<file path="src/hw/sbsc_pkg.sv">
/*
 Package for the bus state code and own address block: register offsets,
 reset values, field positions, state codes and carrier structs.
 Assumes a 32-bit APB slave with one aligned word per register.
*/
package sbsc_pkg;

   // ==========================================================
   // Register map (printed offsets are indices, byte = 4 x index)
   localparam logic [7:0] SBSC_IDX_CONTROL = 8'hc0;
   localparam logic [7:0] SBSC_IDX_STATE = 8'hc1;
   localparam logic [7:0] SBSC_IDX_OWN_ADDR = 8'hc3;
   localparam logic [7:0] SBSC_IDX_RATE = 8'hcf;
   localparam int SBSC_ADDR_W = 12;
   localparam logic [11:0] SBSC_ADDR_CONTROL = {2'h0, SBSC_IDX_CONTROL, 2'h0};
   localparam logic [11:0] SBSC_ADDR_STATE = {2'h0, SBSC_IDX_STATE, 2'h0};
   localparam logic [11:0] SBSC_ADDR_OWN_ADDR = {2'h0, SBSC_IDX_OWN_ADDR, 2'h0};
   localparam logic [11:0] SBSC_ADDR_RATE = {2'h0, SBSC_IDX_RATE, 2'h0};

   // ==========================================================
   // Reset values
   localparam logic [7:0] SBSC_RST_STATE = 8'hf8;
   localparam logic [7:0] SBSC_RST_OWN_ADDR = 8'h00;
   localparam logic [7:0] SBSC_RST_RATE = 8'h00;

   // ==========================================================
   // Control word bit positions
   localparam int SBSC_CTL_START = 5;
   localparam int SBSC_CTL_STOP = 4;
   localparam int SBSC_CTL_IRQ = 3;
   localparam int SBSC_CTL_ACK = 2;
   localparam int SBSC_CTL_FREE = 1;
   localparam int SBSC_CTL_BUSY = 7;
   localparam int SBSC_CTL_EN = 6;
   localparam int SBSC_GC_BIT = 0;

   // ==========================================================
   // State codes
   localparam logic [7:0] SC_BUS_ERROR = 8'h00;
   localparam logic [7:0] SC_START = 8'h08;
   localparam logic [7:0] SC_RSTART = 8'h10;
   localparam logic [7:0] SC_MT_SLA_ACK = 8'h18;
   localparam logic [7:0] SC_MT_SLA_NACK = 8'h20;
   localparam logic [7:0] SC_MT_DAT_ACK = 8'h28;
   localparam logic [7:0] SC_MT_DAT_NACK = 8'h30;
   localparam logic [7:0] SC_ARB_LOST = 8'h38;
   localparam logic [7:0] SC_MR_SLA_ACK = 8'h40;
   localparam logic [7:0] SC_MR_SLA_NACK = 8'h48;
   localparam logic [7:0] SC_MR_DAT_ACK = 8'h50;
   localparam logic [7:0] SC_MR_DAT_NACK = 8'h58;
   localparam logic [7:0] SC_SR_SLA_ACK = 8'h60;
   localparam logic [7:0] SC_SR_ARB_SLA = 8'h68;
   localparam logic [7:0] SC_SR_GC_ACK = 8'h70;
   localparam logic [7:0] SC_SR_ARB_GC = 8'h78;
   localparam logic [7:0] SC_SR_DAT_ACK = 8'h80;
   localparam logic [7:0] SC_SR_DAT_NACK = 8'h88;
   localparam logic [7:0] SC_SR_GC_DAT_ACK = 8'h90;
   localparam logic [7:0] SC_SR_GC_DAT_NACK = 8'h98;
   localparam logic [7:0] SC_SR_STOP = 8'ha0;
   localparam logic [7:0] SC_ST_SLA_ACK = 8'ha8;
   localparam logic [7:0] SC_ST_ARB_SLA = 8'hb0;
   localparam logic [7:0] SC_ST_DAT_ACK = 8'hb8;
   localparam logic [7:0] SC_ST_DAT_NACK = 8'hc0;
   localparam logic [7:0] SC_ST_LAST_ACK = 8'hc8;
   localparam logic [7:0] SC_TIMEOUT = 8'hd0;
   localparam logic [7:0] SC_IDLE = 8'hf8;
   localparam logic [7:0] SBSC_ADDR_GENERAL = 8'h00;

   // ==========================================================
   // Carrier structs
   typedef struct packed {
      logic scl;
      logic sda;
   } sbsc_pins_t;

   typedef struct packed {
      logic start;
      logic stop;
      logic bit_rise;
   } sbsc_events_t;

endpackage

</file>
<file path="src/hw/sbsc_core.sv">
/*
 Bus state code and own address block of a two-wire serial controller.
 Holds the control word, own slave address, clock-rate preset and the
 8-bit state code, and runs the bus engine that produces the codes.
 Assumes an APB master, pins with open-drain pads built outside.
*/
`timescale 1ns/1ps
module sbsc_core
   import sbsc_pkg::*;
#(
   parameter int FREE_MULT = 10
)
(
   input wire logic pclk,
   input wire logic presetn,
   input wire logic psel,
   input wire logic penable,
   input wire logic pwrite,
   input wire logic [31:0] paddr,
   input wire logic [31:0] pwdata,
   output logic [31:0] prdata,
   output logic pready,
   output logic pslverr,
   input wire logic scl_in,
   input wire logic sda_in,
   output logic scl_oe,
   output logic sda_oe
);

   initial
   begin
      if (FREE_MULT < 1 || FREE_MULT > 15)
         $error("FREE_MULT out of range");
   end

   typedef enum logic [6:0] {
      ST_IDLE = 7'h01,
      ST_ADDR = 7'h02,
      ST_DATA = 7'h04,
      ST_ACK = 7'h08,
      ST_HOLD = 7'h10,
      ST_STOP = 7'h20,
      ST_START = 7'h40
   } sbsc_state_t;

   sbsc_pins_t pins;
   sbsc_events_t ev;
   sbsc_state_t state;
   logic [7:0] control;
   logic [7:0] own_slave_address;
   logic [7:0] clock_rate_preset;
   logic [7:0] bus_state_code;
   logic [7:0] shift_data_register;
   logic [7:0] rate_cnt;
   logic [3:0] free_cnt;
   logic [3:0] bit_cnt;
   logic master;
   logic transmit;
   logic gcall;
   logic busy;
   logic first_byte;
   logic last_nack;
   logic scl_tick;
   logic [7:0] next_code;
   logic next_raise;
   logic wr;
   logic rd;
   logic sda_sent;

   sbsc_line_watch u_watch
   (
      .pclk(pclk),
      .presetn(presetn),
      .pins_async({scl_in, sda_in}),
      .pins(pins),
      .events(ev)
   );

   // ==========================================================
   // APB slave, zero wait states
   assign wr = psel && penable && pwrite;
   assign rd = psel && !pwrite;

   always_ff @(posedge pclk or negedge presetn)
   begin
      if (!presetn)
      begin
         prdata <= 32'h0000_0000;
         pready <= 1'b0;
         pslverr <= 1'b0;
      end
      else
      begin
         pready <= psel && !penable;
         pslverr <= 1'b0;
         prdata <= 32'h0000_0000;
         if (rd && !penable)
         begin
            case (paddr[SBSC_ADDR_W-1:0])
               SBSC_ADDR_CONTROL:
                  prdata <= {24'h000000, busy, control[6:0]};
               SBSC_ADDR_STATE:
                  prdata <= {24'h000000, bus_state_code};
               SBSC_ADDR_OWN_ADDR:
                  prdata <= {24'h000000, own_slave_address};
               SBSC_ADDR_RATE:
                  prdata <= {24'h000000, clock_rate_preset};
               default:
                  pslverr <= 1'b1;
            endcase
         end
         else if (psel && !penable && paddr[SBSC_ADDR_W-1:0] != SBSC_ADDR_CONTROL
                  && paddr[SBSC_ADDR_W-1:0] != SBSC_ADDR_STATE
                  && paddr[SBSC_ADDR_W-1:0] != SBSC_ADDR_OWN_ADDR
                  && paddr[SBSC_ADDR_W-1:0] != SBSC_ADDR_RATE)
            pslverr <= 1'b1;
      end
   end

   // ==========================================================
   // Address and rate registers
   always_ff @(posedge pclk or negedge presetn)
   begin
      if (!presetn)
      begin
         own_slave_address <= SBSC_RST_OWN_ADDR;
         clock_rate_preset <= SBSC_RST_RATE;
      end
      else if (wr && pready)
      begin
         if (paddr[SBSC_ADDR_W-1:0] == SBSC_ADDR_OWN_ADDR)
            own_slave_address <= pwdata[7:0];
         if (paddr[SBSC_ADDR_W-1:0] == SBSC_ADDR_RATE)
            clock_rate_preset <= pwdata[7:0];
      end
   end

   // ==========================================================
   // Control word; hardware sets the flag, software clears it
   always_ff @(posedge pclk or negedge presetn)
   begin
      if (!presetn)
         control <= 8'h00;
      else
      begin
         if (wr && pready && paddr[SBSC_ADDR_W-1:0] == SBSC_ADDR_CONTROL)
            control <= {1'b0, pwdata[6:0]};
         if (next_raise)
            control[SBSC_CTL_IRQ] <= 1'b1;
         if (ev.stop || (state == ST_STOP && scl_tick))
            control[SBSC_CTL_STOP] <= 1'b0;
         if (state == ST_START && scl_tick)
            control[SBSC_CTL_START] <= 1'b0;
      end
   end

   // ==========================================================
   // State code register
   // state writes are dropped
   always_ff @(posedge pclk or negedge presetn)
   begin
      if (!presetn)
         bus_state_code <= SBSC_RST_STATE;
      else if (next_raise)
         bus_state_code <= {next_code[7:3], 3'h0};
      else if (state == ST_IDLE && !control[SBSC_CTL_IRQ])
         bus_state_code <= SC_IDLE;
   end

   // ==========================================================
   // Rate divider and SCL-high free timer
   always_ff @(posedge pclk or negedge presetn)
   begin
      if (!presetn)
      begin
         rate_cnt <= 8'h00;
         free_cnt <= 4'h0;
         scl_tick <= 1'b0;
      end
      else
      begin
         scl_tick <= 1'b0;
         if (!pins.scl || state == ST_IDLE && !control[SBSC_CTL_FREE])
         begin
            rate_cnt <= clock_rate_preset;
            free_cnt <= 4'h0;
         end
         else if (rate_cnt == 8'hff)
         begin
            rate_cnt <= clock_rate_preset;
            scl_tick <= 1'b1;
            free_cnt <= (free_cnt == FREE_MULT[3:0]) ? free_cnt : free_cnt + 4'h1;
         end
         else
            rate_cnt <= rate_cnt + 8'h01;
      end
   end

   // ==========================================================
   // Bus engine and its events
   assign sda_sent = transmit ? shift_data_register[7] : 1'b1;

   always_comb
   begin
      next_code = SC_IDLE;
      next_raise = 1'b0;
      if (ev.start && busy && state != ST_ADDR && state != ST_IDLE)
      begin
         next_raise = 1'b1;
         if (!master)
            next_code = SC_SR_STOP;
         else if (state != ST_START)
            next_code = SC_BUS_ERROR;
      end
      else if ((ev.stop || (control[SBSC_CTL_STOP] && !master)) && busy && state != ST_IDLE)
      begin
         next_raise = 1'b1;
         if (!master)
            next_code = SC_SR_STOP;
         else
            next_code = SC_BUS_ERROR;
      end
      else if (state == ST_START && scl_tick)
      begin
         next_raise = 1'b1;
         // start or repeated start
         // Own START makes the bus busy, so only a held master means repeated
         next_code = master ? SC_RSTART : SC_START;
      end
      else if (control[SBSC_CTL_FREE] && free_cnt == FREE_MULT[3:0] - 4'h1 && scl_tick && busy)
      begin
         next_raise = 1'b1;
         next_code = SC_TIMEOUT;
      end
      // Slave address phase was already reported at the compare
      else if (state == ST_ACK && ev.bit_rise && (master || !first_byte))
      begin
         next_raise = 1'b1;
         if (master && first_byte)
            next_code = transmit ? (pins.sda ? SC_MT_SLA_NACK : SC_MT_SLA_ACK)
                                 : (pins.sda ? SC_MR_SLA_NACK : SC_MR_SLA_ACK);
         else if (master && transmit)
            next_code = pins.sda ? SC_MT_DAT_NACK : SC_MT_DAT_ACK;
         else if (master)
            next_code = control[SBSC_CTL_ACK] ? SC_MR_DAT_ACK : SC_MR_DAT_NACK;
         else if (transmit)
            next_code = pins.sda ? SC_ST_DAT_NACK : (last_nack ? SC_ST_LAST_ACK : SC_ST_DAT_ACK);
         else if (gcall)
            next_code = control[SBSC_CTL_ACK] ? SC_SR_GC_DAT_ACK : SC_SR_GC_DAT_NACK;
         else
            next_code = control[SBSC_CTL_ACK] ? SC_SR_DAT_ACK : SC_SR_DAT_NACK;
      end
      else if (state == ST_ADDR && bit_cnt == 4'h8 && control[SBSC_CTL_ACK])
      begin
         if (shift_data_register[7:1] == own_slave_address[7:1])
         begin
            next_raise = 1'b1;
            if (shift_data_register[0])
               next_code = master ? SC_ST_ARB_SLA : SC_ST_SLA_ACK;
            else
               next_code = master ? SC_SR_ARB_SLA : SC_SR_SLA_ACK;
         end
         else if (shift_data_register == SBSC_ADDR_GENERAL && own_slave_address[SBSC_GC_BIT])
         begin
            next_raise = 1'b1;
            next_code = master ? SC_SR_ARB_GC : SC_SR_GC_ACK;
         end
      end
      else if (master && transmit && ev.bit_rise && sda_sent && !pins.sda
               && (state == ST_DATA || state == ST_ADDR) && !first_byte)
      begin
         next_raise = 1'b1;
         next_code = SC_ARB_LOST;
      end
   end

   always_ff @(posedge pclk or negedge presetn)
   begin
      if (!presetn)
      begin
         state <= ST_IDLE;
         shift_data_register <= 8'h00;
         bit_cnt <= 4'h0;
         master <= 1'b0;
         transmit <= 1'b0;
         gcall <= 1'b0;
         busy <= 1'b0;
         first_byte <= 1'b0;
         last_nack <= 1'b0;
         scl_oe <= 1'b0;
         sda_oe <= 1'b0;
      end
      else
      begin
         if (ev.start)
            busy <= 1'b1;
         if (ev.stop)
            busy <= 1'b0;
         if (next_raise && (next_code == SC_SR_STOP || next_code == SC_BUS_ERROR
                            || next_code == SC_TIMEOUT))
         begin
            state <= ST_IDLE;
            master <= 1'b0;
            sda_oe <= 1'b0;
            scl_oe <= 1'b0;
         end
         else
         begin
            case (state)
               ST_IDLE:
               begin
                  if (control[SBSC_CTL_EN] && control[SBSC_CTL_START] && !busy)
                     state <= ST_START;
                  else if (ev.start)
                  begin
                     state <= ST_ADDR;
                     bit_cnt <= 4'h0;
                     first_byte <= 1'b0;
                  end
               end
               ST_START:
               begin
                  sda_oe <= 1'b1;
                  if (scl_tick)
                  begin
                     master <= 1'b1;
                     first_byte <= 1'b1;
                     transmit <= 1'b1;
                     state <= ST_HOLD;
                  end
               end
               ST_ADDR, ST_DATA:
               begin
                  if (ev.bit_rise)
                  begin
                     shift_data_register <= {shift_data_register[6:0], pins.sda};
                     bit_cnt <= bit_cnt + 4'h1;
                  end
                  if (bit_cnt == 4'h8)
                  begin
                     state <= ST_ACK;
                     if (state == ST_ADDR && next_raise)
                     begin
                        master <= 1'b0;
                        first_byte <= 1'b1;
                        transmit <= shift_data_register[0];
                        gcall <= (shift_data_register == SBSC_ADDR_GENERAL);
                     end
                     else if (state == ST_ADDR && !master)
                        state <= ST_IDLE;
                  end
                  if (next_raise && next_code == SC_ARB_LOST)
                  begin
                     master <= 1'b0;
                     state <= ST_IDLE;
                  end
                  sda_oe <= !sda_sent && transmit;
               end
               ST_ACK:
               begin
                  // Slave acks its own address even when it will transmit
                  sda_oe <= (!transmit || first_byte && !master) && control[SBSC_CTL_ACK];
                  if (ev.bit_rise)
                  begin
                     if (first_byte && master)
                        transmit <= !shift_data_register[0];
                     first_byte <= 1'b0;
                     last_nack <= !control[SBSC_CTL_ACK];
                     // Refused slave transmitter lets go of the bus
                     if (!master && transmit && pins.sda)
                        state <= ST_IDLE;
                     else
                        state <= ST_HOLD;
                  end
               end
               ST_HOLD:
               begin
                  scl_oe <= control[SBSC_CTL_IRQ];
                  if (!control[SBSC_CTL_IRQ])
                  begin
                     bit_cnt <= 4'h0;
                     if (control[SBSC_CTL_STOP] && master)
                        state <= ST_STOP;
                     else if (control[SBSC_CTL_START] && master)
                        state <= ST_START;
                     else
                        state <= ST_DATA;
                  end
               end
               ST_STOP:
               begin
                  sda_oe <= 1'b1;
                  if (scl_tick)
                  begin
                     sda_oe <= 1'b0;
                     master <= 1'b0;
                     state <= ST_IDLE;
                  end
               end
               default:
                  state <= ST_IDLE;
            endcase
         end
      end
   end

endmodule

</file>
<file path="src/hw/sbsc_line_watch.sv">
/*
 Line watcher: synchronises SCL and SDA and reports START, STOP and
 SCL rising edges as one-cycle pulses on pclk.
 Assumes both lines come from pins outside the pclk domain.
*/
`timescale 1ns/1ps
module sbsc_line_watch
   import sbsc_pkg::*;
(
   input wire logic pclk,
   input wire logic presetn,
   input wire sbsc_pins_t pins_async,
   output sbsc_pins_t pins,
   output sbsc_events_t events
);

   sbsc_pins_t meta;
   sbsc_pins_t prev;

   // ==========================================================
   // Two-stage synchroniser
   always_ff @(posedge pclk or negedge presetn)
   begin
      if (!presetn)
      begin
         meta <= '1;
         pins <= '1;
         prev <= '1;
      end
      else
      begin
         meta <= pins_async;
         pins <= meta;
         prev <= pins;
      end
   end

   // ==========================================================
   // Condition detection
   always_comb
   begin
      events.start = prev.scl && pins.scl && prev.sda && !pins.sda;
      events.stop = prev.scl && pins.scl && !prev.sda && pins.sda;
      events.bit_rise = !prev.scl && pins.scl;
   end

endmodule

</file>
<file path="config.mk">
export PLATFORM = sky130hd
export DESIGN_NAME = sbsc_core
export DESIGN_NICKNAME = d
export VERILOG_FILES = /design/src/hw/sbsc_pkg.sv /design/src/hw/sbsc_core.sv /design/src/hw/sbsc_line_watch.sv
export SDC_FILE = /design/constraint.sdc
export NUM_CORES = 1
export LEC_CHECK = 0
export ABC_AREA = 1
export BUFFER_PORTS_ARGS = -buffer_cell sky130_fd_sc_hd__buf_2
export CAP_MARGIN = 20
export CORE_ASPECT_RATIO = 1.25
export CORE_MARGIN = 2
export CORE_UTILIZATION = 55
export CTS_CLUSTER_SIZE = 30
export DETAILED_ROUTE_END_ITERATION = 16
export GPL_TIMING_DRIVEN = 0
export MAX_ROUTING_LAYER = met4
export PLACE_DENSITY = 0.8
export SYNTH_ARGS = -nofsm -noshare
export SYNTH_HDL_FRONTEND = slang
export SYNTH_SLANG_ARGS = --single-unit
</file>
<file path="constraint.sdc">
create_clock -name pclk -period 2.6 [get_ports pclk]
set_input_delay 0.26 -clock pclk [delete_from_list [all_inputs] [get_ports pclk]]
set_output_delay 0.26 -clock pclk [all_outputs]
set_load 0.01 [all_outputs]
</file>
==> results.sh, run 1 <==
export IMPL_grt_remaining_overflow=0
export IMPL_cts_max_level=3
export IMPL_vias=4720
export IMPL_final_common_cell="nand2_1"
export IMPL_fin_skew_ns=0.0121
export IMPL_fin_cells=896
export IMPL_drive_gt1_frac=0.257
export IMPL_post_dp_cell_area_um2=5550
export IMPL_critical_path_max_fanout=9
export IMPL_grt_pass1_wl_um=20700
export IMPL_leakage_nw=3.09
export IMPL_drtIter0Drc=290
export IMPL_antenna_found_initial=0
export IMPL_drv_cap=0
export IMPL_ir_drop_mv=0.428
export IMPL_cp_required_ns=2.82
export IMPL_critical_path_class="flop to flop"
export IMPL_clock_latency_ns=0.35
export IMPL_worst_setup_path_end_kind="flop"
export IMPL_die_h_um=112
export IMPL_synth_seq_area_share=0.416
export IMPL_initial_core_util=0.560
export IMPL_synth_seq_cells=84
export IMPL_power_frac_comb=0.357
export IMPL_gp_congestion=0.952
export IMPL_clock_path_buffers=2
export IMPL_drt_met1_wl_um=5060
export IMPL_design_area_um2=6250
export IMPL_clkPwrFrac=0.301
export IMPL_via_per_inst=5.27
export IMPL_numCtsBuffers=9
export IMPL_layout_common_cells="153 x nand2_1, 88 x inv_1, 68 x dfrtp_1, 65 x nor2_1, 46 x o21ai_0"
export IMPL_synth_area_per_cell_um2=7.54
export IMPL_dieWidth_um=90.0
export IMPL_routed_wl_um=13100
export IMPL_synthCells=675
export IMPL_nets=848
export IMPL_swShare=0.374
export IMPL_first_pass_iters=6
export IMPL_drt_wirelength_per_cell_um=14.6
export IMPL_synth_warnings=0
export IMPL_max_slew_margin_rel=0.459
export IMPL_drtAntennaViolNets=0
export IMPL_hold_viol=0
export IMPL_die_area_um2=10000
export IMPL_synth_edf_count=0
export IMPL_synth_async_reset_ratio=1.00
export IMPL_slew_viol_final=0
export IMPL_routed_top_layer="met4"
export IMPL_cts_clk_slew_worst_paths_ns=0.06
export IMPL_power_density_nw_per_um2=797
export IMPL_row_count=39
export IMPL_syn_to_final_growth_pct=22.9
export IMPL_internal_power_mw=3.12
export IMPL_io_pins=107
export IMPL_worstHoldPathType="input port to flop"
export IMPL_dp_slack_ns=-0.0648
export IMPL_cts_root_buf="clkbuf_16"
export IMPL_core_area_um2=9080
export IMPL_post_route_drc_count=0
export IMPL_port_buffers=38
export IMPL_grt_pass1_vias=4578
export IMPL_rsz0062_at_grt="yes"
export IMPL_worstPathArrival_ns=2.73
export IMPL_p_sw_mw=1.86
export IMPL_wl_met2_um=6880
export IMPL_fin_crit_sh=0.966
export IMPL_fin_crit_ns=2.51
export IMPL_outcome="finished, final reports clean"
export IMPL_num_antenna_cells=0
export IMPL_route_met3_wl_um=559
export IMPL_power_sequential_fraction=0.341
export IMPL_synth_area_um2=5090
export IMPL_critPathLaunchType="flop"
export IMPL_grt_usage=0.267
export IMPL_timing_final_ws_setup_ns=0.0883
export IMPL_dp_cells=860
export IMPL_nFillCells=762
export IMPL_post_route_util=0.689
export IMPL_worst_pin_slew_ns=0.804
export IMPL_final_setup_viol_count=0
export IMPL_cts_tree="built"
export IMPL_cts_sinks=84
export IMPL_synth_distinct_cells=47
export IMPL_grt_max_degree=63
export IMPL_max_freq_mhz=398
export IMPL_synth_flop_cell="dfrtp_1"
export IMPL_hpwl_um=9760
## area by class of cell
type	count	area (um2)	share of cell area
tap	123	154	0.0246
inverter	100	378	0.0604
clock inverter	5	108	0.0172
timing repair buffer	59	390	0.0624
buffer	31	234	0.0374
clock buffer	11	243	0.0388
multi-input combinational	483	2620	0.420
sequential	84	2120	0.339
## flip-flops by register name, summed over array words and instances (netlist names), 4 cells and up
register             cells
rate_cnt                 8
bus_state_code           5
free_cnt                 4
bit_cnt                  4
own_slave_address        8
clock_rate_preset        8
control                  7
shift_data_register      8
state                    7
prdata                   8
## per-stage QoR
| step | setup TNS [ns] | total power, mW | hold WS [ns] |
|---|---|---|---|
| finish | 0 | 4.98 | 0.0190 |
| CTS | 0 | 4.77 | 0.0128 |
| global route | -0.268 | 5.25 | 0.0126 |
| global placement | -0.101 | 3.21 | 0.346 |
| floorplan | 0 | 2.86 | -0.0356 |
| detailed placement | -0.570 | 3.27 | 0.183 |
## logic make-up (layout without fill, tap and decap cells)
family	count (synthesis)	count (layout)	share of synthesized area
simple gates	331	331	0.294
buf+inv	131	206	0.117
compound gates	107	107	0.129
flops	84	84	0.416
xor+xnor	11	11	0.0189
fa+ha+maj	9	9	0.0221
other cells	1	24	0.000737
mux	1	1	0.00197
## Yosys cell counts, types with 2 or more instances
cell type	number	area share
nor2_2	3	0.0037
nand2_4	3	0.0066
a221oi_1	6	0.010
o21ai_2	8	0.014
nor2_1	73	0.054
o21bai_1	2	0.0030
nand2_1	167	0.12
ha_1	9	0.022
a21oi_1	14	0.014
o21ai_0	48	0.047
or2_2	2	0.0025
xor2_1	8	0.014
nor2_4	3	0.0066
inv_2	9	0.0066
nor4_1	4	0.0049
xnor2_1	3	0.0052
clkbuf_1	2	0.0015
dfstp_2	12	0.062
nand4_1	9	0.011
o21ai_1	9	0.0089
inv_1	91	0.067
a21oi_2	3	0.0052
nand3_1	42	0.041
o22ai_1	5	0.0062
nand2_2	7	0.0086
dfrtp_1	72	0.35
buf_4	25	0.037
o211ai_1	3	0.0044
nor3_1	6	0.0059
nand3b_1	6	0.0089
buf_2	3	0.0030
a31oi_1	3	0.0037
## routing by layer
layer,track usage,vias to the layer above
met5,-,-
met4,0.160,0
met3,0.0264,45
met2,0.470,170
met1,0.293,2200
li1,-,2305
## worst max-delay path, stage by stage (launching register included)
cell and delay, ns:
dfrtp_1 0.49, inv_1 0.28, nand2_1 0.08, nand2_1 0.12, nand3_2 0.10, nand4_1 0.13, nand2_2 0.09, a21oi_4 0.20
nand2_1 0.09, a21oi_2 0.18, nand3_4 0.14, o21ai_1 0.21, nand2_4 0.13, nand2_1 0.07, o21ai_1 0.07
## worst paths after layout
path	start	to	slack (ns)	depth (start not counted)
min in group asynchronous	presetn	control[3]	0.35	2
worst max register to register	master	state[4]	0.09	14
worst max-delay path	master	state[4]	0.09	14
max in group asynchronous	presetn	u_watch.pins[0]	1.59	3
worst min register to register	u_watch.meta[1]	u_watch.pins[1]	0.35	0
worst min-delay path	scl_in	u_watch.meta[1]	0.02	1
## power by group through the flow
stage / logic, mW / clock network [mW] / registers (mW)
CTS: 1.58 / 1.51 / 1.68
global placement: 1.52 / 0 / 1.69
global route: 1.98 / 1.56 / 1.72
floorplan: 1.20 / 0 / 1.65
detailed placement: 1.57 / 0 / 1.70
finish: 1.78 / 1.50 / 1.70
## timing repair
item	4_1_cts	5_1_grt
setup endpoints to repair	16	26
gates cloned	0	1
hold endpoints to repair	16	0
hold buffers	1	0
gates resized for setup	2	53
buffers inserted	0	18
pin swaps	0	18
No activity file was read; power rests on OpenSTA's default activity.
==> run 2, diff against run 1 <==
==> config.mk (replaced) <==
export PLATFORM = sky130hd
export DESIGN_NAME = sbsc_core
export DESIGN_NICKNAME = d
export VERILOG_FILES = /design/src/hw/sbsc_pkg.sv /design/src/hw/sbsc_core.sv /design/src/hw/sbsc_line_watch.sv
export SDC_FILE = /design/constraint.sdc
export NUM_CORES = 1
export LEC_CHECK = 0
export BUFFER_PORTS_ARGS = -buffer_cell sky130_fd_sc_hd__clkbuf_2
export CAP_MARGIN = 20
export CELL_PAD_IN_SITES_DETAIL_PLACEMENT = 1
export CELL_PAD_IN_SITES_GLOBAL_PLACEMENT = 1
export CORE_ASPECT_RATIO = 1.25
export CORE_MARGIN = 2
export CORE_UTILIZATION = 42
export CTS_CLUSTER_SIZE = 30
export DETAILED_ROUTE_END_ITERATION = 16
export GPL_TIMING_DRIVEN = 0
export MAX_ROUTING_LAYER = met4
export PLACE_DENSITY_LB_ADDON = 0.1
export SYNTH_ARGS = -nofsm -noshare
export SYNTH_HDL_FRONTEND = slang
export SYNTH_SLANG_ARGS = --single-unit
==> results.sh, run 2 <==
export IMPL_dp_cells=670
export IMPL_grt_usage=0.252
export IMPL_antenna_found_initial=0
export IMPL_synth_async_reset_ratio=1.00
export IMPL_syn_to_final_growth_pct=27.3
export IMPL_hp_start="penable"
export IMPL_cts_sinks=84
export IMPL_leakage_nw=2.79
export IMPL_io_pins=107
export IMPL_core_area_um2=11000
export IMPL_worst_setup_path_end_kind="flop"
export IMPL_clock_latency_ns=0.36
export IMPL_synth_top_area_frac=0.382
export IMPL_fin_crit_sh=1.27
export IMPL_r2r_end="shift_data_register[3]"
export IMPL_outcome="finished, violations left"
export IMPL_drtIter0Drc=209
export IMPL_grt_pass1_wl_um=22700
export IMPL_rsz0062_at_grt="yes"
export IMPL_grt_max_degree=46
export IMPL_routed_top_layer="met4"
export IMPL_synth_distinct_cells=67
export IMPL_yosysTopAreaCell="dfrtp_1"
export IMPL_cts_tree="built"
export IMPL_synthCells=473
export IMPL_worstHoldPathType="input port to flop"
export IMPL_worst_pin_slew_ns=0.851
export IMPL_r2r_setup_slack_ns=-0.70
export IMPL_num_antenna_cells=0
export IMPL_nFillCells=1258
export IMPL_drv_cap=0
export IMPL_fin_crit_ns=3.30
export IMPL_critical_path_class="flop to flop"
export IMPL_r2r_cells=10
export IMPL_post_route_drc_count=0
export IMPL_final_setup_viol_count=27
export IMPL_port_buffers=38
export IMPL_cts_clk_slew_worst_paths_ns=0.06
export IMPL_netlist_top_cells_area="dfrtp_1 38%, dfstp_2 6.7%, mux2_2 5.0%"
export IMPL_fin_skew_ns=0.0104
export IMPL_nets=660
export IMPL_hpwl_um=10400
export IMPL_cts_max_level=3
export IMPL_max_slew_margin_rel=0.425
export IMPL_ir_drop_mv=0.425
export IMPL_dieWidth_um=98.8
export IMPL_routed_wl_um=14000
export IMPL_synth_flop_cell="dfrtp_1"
export IMPL_drive_gt1_frac=0.335
export IMPL_yosysMostFrequentCell="dfrtp_1"
export IMPL_clock_path_buffers=2
export IMPL_synth_area_per_cell_um2=9.98
export IMPL_slew_viol_final=0
export IMPL_post_dp_cell_area_um2=5190
export IMPL_synth_seq_cells=84
export IMPL_wl_met2_um=7700
export IMPL_r2r_start="state[2]"
export IMPL_critical_path_max_fanout=8
export IMPL_drtAntennaViolNets=0
export IMPL_worstPathArrival_ns=3.53
export IMPL_hold_viol=0
export IMPL_power_density_nw_per_um2=708
export IMPL_initial_core_util=0.428
export IMPL_cp_required_ns=2.83
export IMPL_synth_area_um2=4720
export IMPL_holdWs_ns=0.0975
export IMPL_final_common_cell="dfrtp_1"
export IMPL_grt_remaining_overflow=0
export IMPL_die_h_um=123
export IMPL_synth_seq_area_share=0.449
export IMPL_first_pass_iters=5
export IMPL_vias=4128
export IMPL_design_area_um2=6010
export IMPL_violations="negative setup slack"
export IMPL_layout_common_cells="71 x dfrtp_1, 57 x buf_4, 43 x nor2_1, 40 x nand2_1, 38 x clkbuf_2"
export IMPL_synth_common_cells="72 x dfrtp_1, 46 x nor2_1, 41 x nand2_1"
export IMPL_cts_root_buf="clkbuf_16"
export IMPL_critPathLaunchType="flop"
export IMPL_hold_path_endpoint="pready"
export IMPL_drt_wirelength_per_cell_um=19.5
export IMPL_drt_met1_wl_um=5490
export IMPL_row_count=43
export IMPL_max_freq_mhz=303
export IMPL_numCtsBuffers=9
export IMPL_fin_cells=720
export IMPL_timing_final_ws_setup_ns=-0.704
export IMPL_via_per_inst=5.73
export IMPL_die_area_um2=12100
export IMPL_holdPathStages=2
export IMPL_synth_edf_count=0
export IMPL_grt_pass1_vias=4323
export IMPL_route_met3_wl_um=504
export IMPL_synth_warnings=0
export IMPL_gp_congestion=0.897
## run 2: changes by cell type after synthesis, moves of 9 or more
cell / before / now
a21oi_1: 14 / 26
and3_1: 0 / 11
inv_1: 91 / 15
inv_2: 9 / 0
mux2_2: 0 / 21
nand2_1: 167 / 41
nand3_1: 42 / 8
nor2_1: 73 / 46
o21ai_0: 48 / 19
## run 2: layout make-up
class / instances / area (um2) / share of cell area
clock inverter: 7 / 86.3 / 0.0144
sequential: 84 / 2120 / 0.353
inverter: 15 / 56.3 / 0.00938
timing repair buffer: 75 / 510 / 0.0850
buffer: 35 / 239 / 0.0398
tap: 135 / 169 / 0.0281
multi-input combinational: 360 / 2600 / 0.433
clock buffer: 9 / 225 / 0.0375
## run 2: how the worst max path moves through the flow
stage | start | endpoint | slack [ns] | cells after the start
floorplan | state[2] | shift_data_register[0] | -0.59 | 9
global placement | u_watch.pins[0] | shift_data_register[1] | -1.15 | 10
detailed placement | u_watch.pins[0] | shift_data_register[2] | -1.20 | 10
CTS | state[2] | shift_data_register[2] | -0.73 | 10
global route | state[2] | shift_data_register[3] | -0.80 | 11
finish | state[2] | shift_data_register[3] | -0.70 | 10
## run 2: report_power, final
| group | switching [mW] | leakage, nW | total [mW] | internal [mW] |
|---|---|---|---|---|
| clock network | 0.582 | 0.153 | 1.34 | 0.761 |
| logic | 0.669 | 1.54 | 1.20 | 0.535 |
| registers | 0.190 | 1.09 | 1.70 | 1.51 |
## run 2: kinds of logic (layout without fill, tap and decap cells)
family / count (synthesis) / after routing / synth area share
multiplexers: 36 / 36 / 0.0904
buffers and inverters: 52 / 141 / 0.0634
other: 1 / 24 / 0.000795
AND/OR/NAND/NOR: 173 / 173 / 0.195
adder cells (fa/ha/maj): 9 / 9 / 0.0239
AO/OA/AOI/OAI: 102 / 102 / 0.148
flip-flops: 84 / 84 / 0.449
XOR/XNOR: 16 / 16 / 0.0297
## run 2: stage by stage
step	TNS, ns	power, mW	setup slack, ns	utilization
6_report	-15.32	4.25	-0.704	0.545
4_1_cts	-15.91	4.23	-0.735	0.538
5_1_grt	-18.58	4.50	-0.796	0.545
2_1_floorplan	-12.45	2.41	-0.587	-
3_5_place_dp	-33.64	2.75	-1.20	0.471
3_3_place_gp	-31.60	2.70	-1.15	0.468
## run 2: critical path, stage by stage (launching register included)
cell     delay [ns]
dfrtp_1        0.37
buf_6          0.14
or4b_4         0.56
or4_4          0.50
a31oi_4        0.19
a31oi_4        0.11
or4_4          0.51
a31oi_4        0.25
nor3_4         0.07
buf_12         0.17
mux2_4         0.30
## run 2: metal layers
layer	vias up	global-route usage
li1	1912	-
met1	2078	0.283
met2	111	0.445
met3	27	0.0416
met4	0	0.107
met5	-	-
## run 2: timing repair
item / 4_1_cts / 5_1_grt
setup endpoints to repair: 39 / 43
gates resized for setup: 33 / 10
cloned: 0 / 0
hold buffers: 3 / 0
pin swaps: 15 / 5
hold endpoints to repair: 39 / 0
setup buffers: 29 / 4
